===== config.mk =====
export PLATFORM = sky130hd
export DESIGN_NAME = qsc_top
export DESIGN_NICKNAME = d
export VERILOG_FILES = /design/src/hw/qsc_pkg.sv /design/src/hw/qsc_top.sv
export VERILOG_INCLUDE_DIRS = /design/src /design/src/hw
export SDC_FILE = /design/constraint.sdc
export NUM_CORES = 1
export LEC_CHECK = 0
export BUFFER_PORTS_ARGS = -buffer_cell sky130_fd_sc_hd__buf_2
export CORE_MARGIN = 2
export CORE_UTILIZATION = 45
export DETAILED_ROUTE_END_ITERATION = 6
export SLEW_MARGIN = 20
export SYNTH_ARGS = -nofsm -noshare
export SYNTH_HDL_FRONTEND = slang
export SYNTH_SLANG_ARGS = --single-unit

===== constraint.sdc =====
create_clock -name sys_clk -period 7.7 [get_ports sys_clk]
set_input_delay 0.77 -clock sys_clk [delete_from_list [all_inputs] [get_ports sys_clk]]
set_output_delay 0.77 -clock sys_clk [all_outputs]
set_load 0.03 [all_outputs]

===== src/hw/qsc_regs.svh =====
`ifndef QSC_REGS_SVH
`define QSC_REGS_SVH

// register byte offsets on the wishbone slave
`define QSC_CTRL_OFS 8'h00
`define QSC_STAT_OFS 8'h04

// control register fields
`define QSC_CTRL_BL4_BIT 0
`define QSC_CTRL_ST_BIT 1
`define QSC_CTRL_RST 2'h0

// status register fields
`define QSC_STAT_CAL_BIT 0
`define QSC_STAT_ERR_BIT 1
`define QSC_STAT_BUSY_BIT 2
`define QSC_STAT_OP_LSB 4

// timing
`define QSC_CLK_MHZ 100
`define QSC_INIT_NS 2000
`define QSC_INIT_CYC ((`QSC_INIT_NS * `QSC_CLK_MHZ + 999) / 1000)
`define QSC_KHALF_CYC 3'h4
`define QSC_CAL_EDGES 8'h10

`endif


===== src/hw/qsc_pkg.sv =====
package qsc_pkg;
   typedef enum logic [1:0] {
      QSC_IDLE,
      QSC_WRITE,
      QSC_READ,
      QSC_RW
   } qsc_op_e;
   typedef logic [31:0] qsc_wbdat_t;
endpackage


===== src/hw/qsc_top.sv =====
// The register offsets and the Wishbone register port were left to the implementer.
`timescale 1ns/1ps
`include "qsc_regs.svh"

module qsc_top #(
   parameter int DW = 18,
   parameter int AW = 20,
   parameter int RD_LAT = 2
) (
   input wire logic sys_clk,
   input wire logic resetn,
   input wire logic system_reset_in_n,
   input wire logic clock_synth_locked,
   input wire logic delay_ready,
   input wire logic wb_cyc_i,
   input wire logic wb_stb_i,
   input wire logic wb_we_i,
   input wire logic [7:0] wb_adr_i,
   input wire logic [3:0] wb_sel_i,
   input wire qsc_pkg::qsc_wbdat_t wb_dat_i,
   output qsc_pkg::qsc_wbdat_t wb_dat_o,
   output logic wb_ack_o,
   input wire logic wa_not_empty,
   input wire logic wd_not_empty,
   input wire logic ra_not_empty,
   input wire logic rd_ret_full,
   input wire logic [AW-1:0] user_wr_addr,
   input wire logic [4*DW-1:0] user_wr_data,
   input wire logic [AW-1:0] user_rd_addr,
   output logic wa_pop,
   output logic wd_pop,
   output logic ra_pop,
   output logic rd_ret_valid,
   output logic [4*DW-1:0] rd_ret_data,
   output logic user_clk,
   output logic user_rst,
   output logic cal_done,
   output logic compare_error,
   output logic mem_k,
   output logic mem_k_n,
   output logic mem_wr_n,
   output logic mem_rd_n,
   output logic [AW-1:0] mem_addr,
   output logic [DW-1:0] mem_d,
   input wire logic mem_cq,
   input wire logic [DW-1:0] mem_q
);
   import qsc_pkg::*;

   localparam int SW = 8 + 2 * AW + 5 * DW;
   localparam bit DW_OK = (DW == 9) || (DW == 18) || (DW == 36) || (DW == 72);

   typedef struct packed {
      logic [SW-1:0] sy1;
      logic [SW-1:0] sy2;
      logic cq_d;
      logic urst;
      logic [15:0] init_cnt;
      logic [7:0] cal_cnt;
      logic cal;
      logic [2:0] div;
      logic k;
      logic k_n;
      logic uclk;
      qsc_op_e fsm;
      logic bl4_act;
      logic wr_n;
      logic rd_n;
      logic [AW-1:0] addr;
      logic [AW-1:0] addr2;
      logic [DW-1:0] d;
      logic [8*DW-1:0] wq;
      logic [3:0] wbeats;
      logic [1:0] wskip;
      logic cap_busy;
      logic [3:0] cap_wait;
      logic [2:0] cap_beats;
      logic [1:0] cap_idx;
      logic [AW-1:0] cap_addr;
      logic [4*DW-1:0] rbuf;
      logic ret_pend;
      logic rvalid;
      logic [4*DW-1:0] rdata;
      logic wa_pop;
      logic wd_pop;
      logic ra_pop;
      logic st_phase;
      logic [AW-1:0] st_addr;
      logic cmp_err;
      logic ctrl_bl4;
      logic ctrl_st;
      logic ack;
      qsc_wbdat_t dat_o;
   } qsc_state_s;

   qsc_state_s s_r;
   qsc_state_s s_nxt;

   logic rst_s, lock_s, dly_s, cq_s, wa_s, wd_s, ra_s, full_s;
   logic [AW-1:0] wa_addr_s, ra_addr_s;
   logic [4*DW-1:0] wdata_s, st_pat, cap_pat;
   logic [DW-1:0] q_s;
   logic tick, k_fall, k_rise, cq_e, bl4, wr_av, rd_av, wr_iss, rd_iss;
   logic [AW-1:0] wr_src, rd_src;
   logic [4*DW-1:0] wd_src;

   assign {rst_s, lock_s, dly_s, cq_s, wa_s, wd_s, ra_s, full_s,
           wa_addr_s, ra_addr_s, wdata_s, q_s} = s_r.sy2;

   // self-test patterns, one word per beat
   for (genvar i = 0; i < 4; i++) begin : g_pat
      assign st_pat[i*DW +: DW] = DW'({~s_r.st_addr, 2'(i)});
      assign cap_pat[i*DW +: DW] = DW'({~s_r.cap_addr, 2'(i)});
   end

   assign tick = (s_r.div == `QSC_KHALF_CYC - 3'h1);
   assign k_fall = tick && s_r.k;
   assign k_rise = tick && !s_r.k;
   assign cq_e = cq_s ^ s_r.cq_d;
   // burst length only changes while nothing is in flight
   assign bl4 = (s_r.fsm == QSC_IDLE && s_r.wbeats == 4'h0 && !s_r.cap_busy && !s_r.ret_pend)
                ? s_r.ctrl_bl4 : s_r.bl4_act;
   assign wr_av = s_r.cal && !s_r.urst
                  && (s_r.ctrl_st ? !s_r.st_phase : (wa_s && wd_s));
   assign rd_av = s_r.cal && !s_r.urst && !s_r.cap_busy && !s_r.ret_pend
                  && (s_r.ctrl_st ? s_r.st_phase : (ra_s && !full_s));
   // burst four alternates, burst two may do both in one cycle
   assign wr_iss = k_fall && wr_av && (!bl4 || s_r.fsm != QSC_WRITE);
   assign rd_iss = k_fall && rd_av && (bl4 ? (!wr_iss && s_r.fsm != QSC_READ) : 1'b1);
   assign wr_src = s_r.ctrl_st ? s_r.st_addr : wa_addr_s;
   assign rd_src = s_r.ctrl_st ? s_r.st_addr : ra_addr_s;
   assign wd_src = s_r.ctrl_st ? st_pat : wdata_s;

   always_comb begin
      s_nxt = s_r;
      s_nxt.sy1 = {system_reset_in_n, clock_synth_locked, delay_ready, mem_cq,
                   wa_not_empty, wd_not_empty, ra_not_empty, rd_ret_full,
                   user_wr_addr, user_rd_addr, user_wr_data, mem_q};
      s_nxt.sy2 = s_r.sy1;
      s_nxt.cq_d = cq_s;
      s_nxt.urst = !(rst_s && lock_s && dly_s);
      s_nxt.div = tick ? 3'h0 : s_r.div + 3'h1;
      if (tick) begin
         s_nxt.k = !s_r.k;
         s_nxt.k_n = s_r.k;
         s_nxt.uclk = !s_r.k;
      end
      s_nxt.ack = wb_cyc_i && wb_stb_i && !s_r.ack;
      if (s_nxt.ack) begin
         s_nxt.dat_o = '0;
         if (wb_adr_i == `QSC_CTRL_OFS) begin
            s_nxt.dat_o[`QSC_CTRL_BL4_BIT] = s_r.ctrl_bl4;
            s_nxt.dat_o[`QSC_CTRL_ST_BIT] = s_r.ctrl_st;
            if (wb_we_i && wb_sel_i[0]) begin
               s_nxt.ctrl_bl4 = wb_dat_i[`QSC_CTRL_BL4_BIT];
               s_nxt.ctrl_st = wb_dat_i[`QSC_CTRL_ST_BIT];
            end
         end else if (wb_adr_i == `QSC_STAT_OFS) begin
            s_nxt.dat_o[`QSC_STAT_CAL_BIT] = s_r.cal;
            s_nxt.dat_o[`QSC_STAT_ERR_BIT] = s_r.cmp_err;
            s_nxt.dat_o[`QSC_STAT_BUSY_BIT] = s_r.cap_busy || (s_r.wbeats != 4'h0);
            s_nxt.dat_o[`QSC_STAT_OP_LSB +: 2] = s_r.fsm;
            if (wb_we_i && wb_sel_i[0] && wb_dat_i[`QSC_STAT_ERR_BIT]) begin
               s_nxt.cmp_err = 1'b0;
            end
         end
      end
      if (s_r.urst) begin
         s_nxt.init_cnt = 16'h0;
         s_nxt.cal_cnt = 8'h0;
         s_nxt.cal = 1'b0;
         s_nxt.fsm = QSC_IDLE;
         s_nxt.wr_n = 1'b1;
         s_nxt.rd_n = 1'b1;
         s_nxt.wbeats = 4'h0;
         s_nxt.wq = '0;
         s_nxt.wskip = 2'h0;
         s_nxt.cap_busy = 1'b0;
         s_nxt.ret_pend = 1'b0;
         s_nxt.rvalid = 1'b0;
         s_nxt.wa_pop = 1'b0;
         s_nxt.wd_pop = 1'b0;
         s_nxt.ra_pop = 1'b0;
         s_nxt.st_phase = 1'b0;
         s_nxt.st_addr = '0;
         s_nxt.cmp_err = 1'b0;
      end else begin
         if (s_r.init_cnt != 16'(`QSC_INIT_CYC)) begin
            s_nxt.init_cnt = s_r.init_cnt + 16'h1;
         end else if (!s_r.cal && cq_e) begin
            s_nxt.cal_cnt = s_r.cal_cnt + 8'h1;
            s_nxt.cal = (s_r.cal_cnt == `QSC_CAL_EDGES - 8'h1);
         end
         if (k_fall) begin
            s_nxt.bl4_act = bl4;
            if (bl4) begin
               s_nxt.fsm = wr_iss ? QSC_WRITE : (rd_iss ? QSC_READ : QSC_IDLE);
            end else begin
               s_nxt.fsm = (wr_iss || rd_iss) ? QSC_RW : QSC_IDLE;
            end
            s_nxt.wr_n = !wr_iss;
            s_nxt.rd_n = !rd_iss;
            s_nxt.wa_pop = wr_iss && !s_r.ctrl_st;
            s_nxt.wd_pop = wr_iss && !s_r.ctrl_st;
            s_nxt.ra_pop = rd_iss && !s_r.ctrl_st;
            s_nxt.addr = rd_iss ? rd_src : wr_src;
            s_nxt.addr2 = wr_iss ? wr_src : rd_src;
            s_nxt.rvalid = 1'b0;
            if (s_r.ret_pend) begin
               s_nxt.ret_pend = 1'b0;
               if (s_r.ctrl_st) begin
                  if (s_r.bl4_act ? (s_r.rbuf != cap_pat)
                      : (s_r.rbuf[2*DW-1:0] != cap_pat[2*DW-1:0])) begin
                     s_nxt.cmp_err = 1'b1;
                  end
               end else begin
                  s_nxt.rvalid = 1'b1;
                  s_nxt.rdata = s_r.rbuf;
               end
            end
            if (wr_iss) begin
               // append behind any beats still draining; burst two carries words 0 and 1 only
               s_nxt.wq = s_r.wq | ((8*DW)'(bl4 ? wd_src : (4*DW)'(wd_src[2*DW-1:0]))
                          << (s_r.wbeats * DW));
               s_nxt.wbeats = s_r.wbeats + (bl4 ? 4'h4 : 4'h2);
               s_nxt.wskip = (bl4 && s_r.wbeats == 4'h0) ? 2'h2 : 2'h0;
               s_nxt.st_phase = s_r.ctrl_st;
            end
            if (rd_iss) begin
               s_nxt.cap_busy = 1'b1;
               s_nxt.cap_wait = 4'(RD_LAT);
               s_nxt.cap_beats = bl4 ? 3'h4 : 3'h2;
               s_nxt.cap_idx = 2'h0;
               s_nxt.cap_addr = rd_src;
               if (s_r.ctrl_st) begin
                  s_nxt.st_phase = 1'b0;
                  s_nxt.st_addr = s_r.st_addr + AW'(1);
               end
            end
         end
         // burst two: read address first half, write address second half
         if (k_rise && !s_r.bl4_act) begin
            s_nxt.addr = s_r.addr2;
         end
         if (tick) begin
            if (s_nxt.wskip != 2'h0) begin
               s_nxt.wskip = s_nxt.wskip - 2'h1;
            end else if (s_nxt.wbeats != 4'h0) begin
               s_nxt.d = s_nxt.wq[DW-1:0];
               s_nxt.wq = s_nxt.wq >> DW;
               s_nxt.wbeats = s_nxt.wbeats - 4'h1;
            end
         end
         if (cq_e && s_r.cap_busy) begin
            if (s_r.cap_wait != 4'h0) begin
               s_nxt.cap_wait = s_r.cap_wait - 4'h1;
            end else begin
               s_nxt.rbuf[s_r.cap_idx*DW +: DW] = q_s;
               s_nxt.cap_idx = s_r.cap_idx + 2'h1;
               s_nxt.cap_beats = s_r.cap_beats - 3'h1;
               if (s_r.cap_beats == 3'h1) begin
                  s_nxt.cap_busy = 1'b0;
                  s_nxt.ret_pend = 1'b1;
               end
            end
         end
      end
   end

   always_ff @(posedge sys_clk or negedge resetn) begin
      if (!resetn) begin
         s_r <= '0;
         s_r.urst <= 1'b1;
         s_r.wr_n <= 1'b1;
         s_r.rd_n <= 1'b1;
         s_r.k_n <= 1'b1;
         s_r.ctrl_bl4 <= 1'b0;
         s_r.ctrl_st <= 1'b0;
      end else begin
         s_r <= s_nxt;
      end
   end

   assign wb_dat_o = s_r.dat_o;
   assign wb_ack_o = s_r.ack;
   assign wa_pop = s_r.wa_pop;
   assign wd_pop = s_r.wd_pop;
   assign ra_pop = s_r.ra_pop;
   assign rd_ret_valid = s_r.rvalid;
   assign rd_ret_data = s_r.rdata;
   assign user_clk = s_r.uclk;
   assign user_rst = s_r.urst;
   assign cal_done = s_r.cal;
   assign compare_error = s_r.cmp_err;
   assign mem_k = s_r.k;
   assign mem_k_n = s_r.k_n;
   assign mem_wr_n = s_r.wr_n;
   assign mem_rd_n = s_r.rd_n;
   assign mem_addr = s_r.addr;
   assign mem_d = s_r.d;
endmodule


==> results.txt, run 1 <==
----------------------------------------------------
[Clock network]
  Clock buffer depth ... 3
  Cts hold-fix bufs ... 0
  TritonCTS clock tree ... built
  Number of buffers created by CTS ... 79
  Number of H-tree branching levels ... 3
  CTS clock-pin slew for the worst setup and hold paths ... 60 ps
  Insertion delay to the later sink of the worst-skew pair ... 660 ps
  Root cell of the clock tree ... clkbuf_16
  Post-CTS setup repair buffer count ... 0
  # clock sinks ... 725
  PostCTS Resize Cnt ... 0

[Worst hold path]
  Min-Delay Path Class ... input port to asynchronous set/reset pin

[Pwr]
  Switching share of power ... 0.236
  Clock power frac ... 0.479
  Flop pwr share ... 0.469
  Worst voltage drop across the vdd grid ... 0.215 mV
  Gate power share ... 0.052
  PwrDens ... 201 nW/um^2
  Int Power ... 6.48 mW
  Static leakage power ... 17.9 nW
  Switching power of the nets ... 2.00 mW

[Logic synthesis]
  Synth top area cells ... dfrtp_1 47%, mux2_2 4.1%, nand2_1 4.0%
  YS warnings ... 0
  Area fraction of the dominant cell type after synthesis ... 0.475
  Commonest register cell after synthesis ... dfrtp_1
  Synthesis-stage register bit count ... 725
  Post-synthesis sequential area ratio ... 0.477
  Number of enable flip-flop cells after synthesis ... 0
  Cell Area, Synth ... 38000 sq um
  Average footprint of a synthesized cell ... 10.1 sq um
  Number of distinct standard cells referenced by the synthesized netlist ... 118
  Synthesized netlist cell count ... 3767
  Most instantiated cells after synthesis ... 721 x dfrtp_1, 405 x nand2_1, 335 x nor2_1
  Fraction of synthesis flops using an asynchronous set or reset pin ... 1.00
  Most frequently used cell type in the post-synthesis netlist ... dfrtp_1
  Synth area leader ... dfrtp_1

[Placement]
  I/O Buffers ... 281
  Final GP Congestion ... 1.05
  Post-Place Worst Slack ... 2510 ps
  Half-perimeter wire length after detailed placement ... 102000 um
  Number of placed cells counting well taps ... 4880

[Worst setup path]
  Slack of the worst reg-to-reg path ... 2380 ps
  Worst setup EP type ... flip-flop
  Crit Path Max Fanout ... 70
  Cell-by-cell listing of the critical path ... and4bb_2, o211ai_1, buf_4, or3_1, xnor2_1, ha_1, nand2_1, mux2i_1, nand3_1, nand2_4, buf_4, nor3_1, a2111oi_0
  Slowest cell delay on critical path ... 910 ps
  Buffers & Inverters on Critical Path ... 2
  Dominant cell type by count on the critical path ... buf_4
  Critical path start-end classification ... flip-flop to flip-flop
  Endpoint arrival time on the critical path ... 5830 ps
  CP max stage cell ... and4bb_2
  Kind of start point of the critical path ... flip-flop
  Critical path required time ... 8210 ps
  Critical path's top delay family ... simple AND/OR/NAND/NOR gates

[Finish]
  Fraction of layout cells with a size suffix above 1 ... 0.206
  Core occupancy in the finished layout ... 0.505
  Layout Nets ... 4032
  Area Overhead vs Synth ... 11.1%
  Non-filler cells in the finished layout ... 5023
  Number of diodes ... 0

[Die]
  Die width ... 295 um
  Core region area ... 83700 sq um
  Row Count ... 106
  Vertical extent of the die ... 295 um
  Ports ... 342
  DIE AREA ... 86800 sq um
  Initial core utilization ... 0.454

[GRT]
  Global-route wire length before repair ... 207000 um
  Initial antenna violation count ... 3
  Global router's overall resource usage ... 0.325
  Maximum number of pins on one net before global-route repair ... 174
  Number of global-route vias before repair ... 29800
  GR Overflow Total ... 0

[Timing]
  Crit share post-route ... 0.691
  Setup skew after layout ... 48.0 ps
  Slew Limit Headroom ... 0.160
  Setup repair after global routing missed its margin ... no
  Post-route worst setup slack ... 2380 ps
  Fmax ... 0.188 GHz
  Worst-margin pin slew ... 1260 ps
  Setup violators final ... 0
  Final Critical Period ... 5320 ps
  Final Max Tran Viols ... 0
  Post-Route Setup TNS ... 0 ps
  Count of endpoints failing hold in the final timing report ... 0

[Routing]
  Number of remaining DRC errors ... 0
  Number of vias after detailed routing ... 32000
  Number of nets with antenna violations after routing ... 0
  Avg WL per Cell ... 28.3 um
  Iteration-0 DRC count of the detailed router ... 4282
  First drt pass iteration count ... 6
  Post-DR vias/cell ... 6.37
  Final wirelength ... 142000 um

[Flow run]
  Maxcap violations ... 0

[Status]
  Outcome ... finished clean

----------------------------------------------------
[final cells by class]
class	count	area (sq um)
fill	7776	41400
sequential	725	18200
multi-input combinational	2609	17500
clock buffer	111	2260
timing repair buffer	364	2110
tap	1134	1420
clock inverter	32	558
inverter	48	180
[per-layer routing]
metal	routed length, um	global-route usage	part of all wire
met5	59	0	0.00041
met1	61100	0.479	0.43
met2	59900	0.464	0.42
met4	5590	0.121	0.039
met3	15600	0.0733	0.11
[power by group through the flow]
stage,logic (mW),clock network [mW],registers [mW]
global placement,0.435,0,4.05
finish,0.445,4.06,3.98
detailed placement,0.436,0,4.05
global route,0.476,4.30,3.99
floorplan,0.236,0,4.02
CTS,0.438,4.14,3.98
[registers in the layout, summed over array words and instances, names as in the netlist, 5 cells and up]
| name | flops |
|---|---|
| mem_d | 18 |
| s_nxt | 138 |
| q_s | 18 |
| s_r | 417 |
| rd_ret_data | 72 |
| mem_addr | 20 |
| ra_addr_s | 20 |
| wb_dat_o | 5 |
[per-stage QoR]
step | hold slack (ps) | total power [mW] | area (sq um)
floorplan | 331 | 4.25 | 38100
global placement | 332 | 4.48 | 39400
detailed placement | 335 | 4.48 | 39400
CTS | 184 | 8.56 | 42200
global route | 198 | 8.77 | 42200
finish | 201 | 8.48 | 42200
[worst reg2reg max path, delay by kind of cell (launching register included)]
kind,cells,cell delay (ps)
mux,1,180
compound gates,2,630
simple gates,6,2320
flops,1,670
xor+xnor,1,250
buf+inv,2,850
fa+ha+maj,1,290
[path summary, 6_finish.rpt]
| check | end | from | depth (start not counted) |
|---|---|---|---|
| max reg2reg | s_r[349] | user_rst | 13 |
| max | s_r[349] | user_rst | 13 |
| min reg2reg | s_r[556] | s_nxt[556] | 0 |
| min in group sys_clk | s_nxt[494] | mem_q[12] | 1 |
| min | s_nxt[609] | resetn | 1 |
| max in group asynchronous | s_r[259] | resetn | 3 |
[cell families after synthesis]
kind of cell	count (synthesis)	share of synthesized area
compound gates	1006	0.183
xor+xnor	48	0.0111
fa+ha+maj	19	0.00639
buf+inv	459	0.0677
flops	725	0.477
mux	316	0.110
other cells	1	0.0000986
simple gates	1193	0.144
[cell usage in the layout (no fill, tap or decap), drive strengths merged, types with 29 or more instances in the layout]
master    n
dfrtp   721
nand2   406
buf     364
nor2    339
o21ai   200
a21oi   182
mux2    144
nand3   114
clkbuf  111
mux2i   107
nor3     94
a211oi   88
o22ai    67
mux4     65
o211ai   59
o31ai    56
inv      49
nand2b   47
a31oi    44
a221oi   39
nand4    30
and3     30
nor4     29
Note: power is estimated with default switching activity, not from simulation.
==> run 2: changes to the inputs <==
==> constraint.sdc (replaced) <==
create_clock -name sys_clk -period 5.5 [get_ports sys_clk]
set_input_delay 0.55 -clock sys_clk [delete_from_list [all_inputs] [get_ports sys_clk]]
set_output_delay 0.55 -clock sys_clk [all_outputs]
set_load 0.03 [all_outputs]
==> run 2 against run 1 <==
  * The flow now finishes with violations (design-rule violations)
  * Clock power rose by 35%
  * Highest routed layer unchanged
  * Sequential cell count did not move
  * Clock-buffer cell count down 5
  * Power is 39% higher
  * Via count increased by 1.0%
  * Sequential share of layout area shrank 1.3 points
  * Final cell count increased by 3.0%
  * Register-to-register slack got worse by 1300 ps
  * Design area up 3.0%
  * Clock skew shrank 10 ps
  * Critical path depth decreased by 4
==> results.txt, run 2 (synthesis gave the netlist of run 1 again) <==
----------------------------------------------------
[Routing]
  Number of vias after detailed routing ... 32300
  Avg WL per Cell ... 28.6 um
  Number of nets with antenna violations after routing ... 0
  Iteration-0 DRC count of the detailed router ... 3572
  First drt pass iteration count ... 7
  Number of remaining DRC errors ... 11
  Final wirelength ... 148000 um
  Post-DR vias/cell ... 6.25

[Worst setup path]
  Slowest cell delay on critical path ... 900 ps
  Cell-by-cell listing of the critical path ... ha_2, ha_2, inv_1, buf_4, nor2_1, nand2_1, o211ai_1, o31ai_1, a2111oi_0
  Critical path start-end classification ... flip-flop to flip-flop
  Critical path required time ... 6010 ps
  CP max stage cell ... nor2_1
  Critical path's top delay family ... simple AND/OR/NAND/NOR gates
  Worst setup EP type ... flip-flop
  Kind of start point of the critical path ... flip-flop
  Crit Path Max Fanout ... 29
  Dominant cell type by count on the critical path ... ha_2
  Buffers & Inverters on Critical Path ... 2
  Endpoint arrival time on the critical path ... 4950 ps

[Placement]
  Half-perimeter wire length after detailed placement ... 107000 um
  Post-Place Worst Slack ... 1290 ps
  Final GP Congestion ... 1.07
  I/O Buffers ... 281

[GRT]
  Number of global-route vias before repair ... 30900
  Global router's overall resource usage ... 0.340
  Initial antenna violation count ... 3
  Global-route wire length before repair ... 217000 um
  GR Overflow Total ... 0
  Maximum number of pins on one net before global-route repair ... 148

[Timing]
  Setup violators final ... 0
  Post-route worst setup slack ... 1060 ps
  Final Critical Period ... 4440 ps
  Crit share post-route ... 0.808
  Setup skew after layout ... 37.8 ps
  Fmax ... 0.225 GHz
  Final Max Tran Viols ... 0
  Worst-margin pin slew ... 1170 ps
  Setup repair after global routing missed its margin ... no
  Post-Route Setup TNS ... 0 ps
  Slew Limit Headroom ... 0.215
  Count of endpoints failing hold in the final timing report ... 0

[Finish]
  Most common library cell in the layout ignoring fill and taps ... dfrtp_1
  Total area of multi-input combinational cells ... 17500 sq um
  Fraction of layout cells with a size suffix above 1 ... 0.211
  Area occupied by registers ... 18200 sq um
  Area Overhead vs Synth ... 14.5%
  Largest register FFs ... 417
  Most flop-heavy register ... s_r
  Layout Nets ... 4181
  Most frequent cells in the layout ... 717 x dfrtp_1, 402 x nand2_1, 332 x nor2_1, 280 x buf_2, 188 x o21ai_0
  Layout filler cell count ... 7605

[Pwr]
  Switching power of the nets ... 2.83 mW
  Worst voltage drop across the vdd grid ... 0.367 mV
  Int Power ... 8.93 mW
  Switching share of power ... 0.240
  Clock power frac ... 0.468
  Gate power share ... 0.059
  Static leakage power ... 18.5 nW
  PwrDens ... 270 nW/um^2
  Flop pwr share ... 0.473

[Status]
  Outcome ... finished, violations left
  Violations in the final reports ... design-rule violations

[Clock network]
  Number of H-tree branching levels ... 3
  # clock sinks ... 725
  Post-CTS setup repair buffer count ... 0
  Number of buffers created by CTS ... 78
  Clock buffer depth ... 3
  PostCTS Resize Cnt ... 0
  CTS clock-pin slew for the worst setup and hold paths ... 60 ps
  TritonCTS clock tree ... built
  Insertion delay to the later sink of the worst-skew pair ... 660 ps
  Cts hold-fix bufs ... 90
  Root cell of the clock tree ... clkbuf_16

[Die]
  DIE AREA ... 86800 sq um
  Vertical extent of the die ... 295 um
  Die width ... 295 um
  Ports ... 342
  Initial core utilization ... 0.454
  Row Count ... 106
  Core region area ... 83700 sq um

[Flow run]
  Maxcap violations ... 0

[Worst hold path]
  Min-Delay Path Class ... input port to flip-flop

----------------------------------------------------
-- run 2: cell count changes in the layout (fill, tap and decap cells not counted), moves of 2 or more --
| cell | change |
|---|---|
| clkinv_4 | -2 |
| dlygate4sd3_1 | +93 |
| clkbuf_8 | -3 |
| buf_12 | +4 |
| clkinvlp_4 | +3 |
| bufinv_16 | -3 |
| diode_2 | +4 |
| buf_4 | +53 |
| inv_6 | +2 |
| clkbuf_1 | -2 |
-- run 2: cell type report --
cell class / instances / share of cell area
flip-flops and latches: 725 / 0.417
multi-input cells: 2609 / 0.403
repair buffers: 514 / 0.0810
clock buffers: 106 / 0.0507
well taps: 1134 / 0.0326
clock inverters: 32 / 0.0113
inverters: 48 / 0.00414
diodes: 4 / 0.000230
-- run 2: metal layers --
layer | track usage | wire length [um]
met2 | 0.492 | 62800
met4 | 0.133 | 6200
met1 | 0.493 | 64100
met3 | 0.0799 | 14700
met5 | 0 | 13
-- run 2: final timing paths --
check,from,end,slack (ps),cells past startpoint
hold reg to reg,s_nxt[614],s_r[614],320,0
max in group asynchronous,resetn,s_r[171],3600,3
min in group asynchronous,resetn,s_nxt[584],540,2
setup / recovery,s_r[238],s_r[349],1060,9
setup reg to reg,s_r[238],s_r[349],1060,9
hold / removal,mem_q[1],s_nxt[483],20,1
-- run 2: power groups by stage --
| stage | registers [mW] | clock network (mW) | logic (mW) |
|---|---|---|---|
| global placement | 5.66 | 0 | 0.630 |
| floorplan | 5.62 | 0 | 0.331 |
| CTS | 5.57 | 5.60 | 0.683 |
| finish | 5.57 | 5.50 | 0.693 |
| detailed placement | 5.66 | 0 | 0.631 |
| global route | 5.58 | 5.84 | 0.742 |
-- run 2: stage by stage --
| stage | instances | hold WS [ps] | utilization | area [sq um] | power [mW] |
|---|---|---|---|---|---|
| floorplan | 3793 | 254 | - | 38100 | 5.96 |
| global placement | 4937 | 332 | 0.476 | 39900 | 6.29 |
| detailed placement | 4937 | 335 | 0.476 | 39900 | 6.29 |
| CTS | 5165 | 0.266 | 0.519 | 43500 | 11.9 |
| global route | 5169 | 0.646 | 0.520 | 43500 | 12.2 |
| finish | 5172 | 17.8 | 0.520 | 43500 | 11.8 |
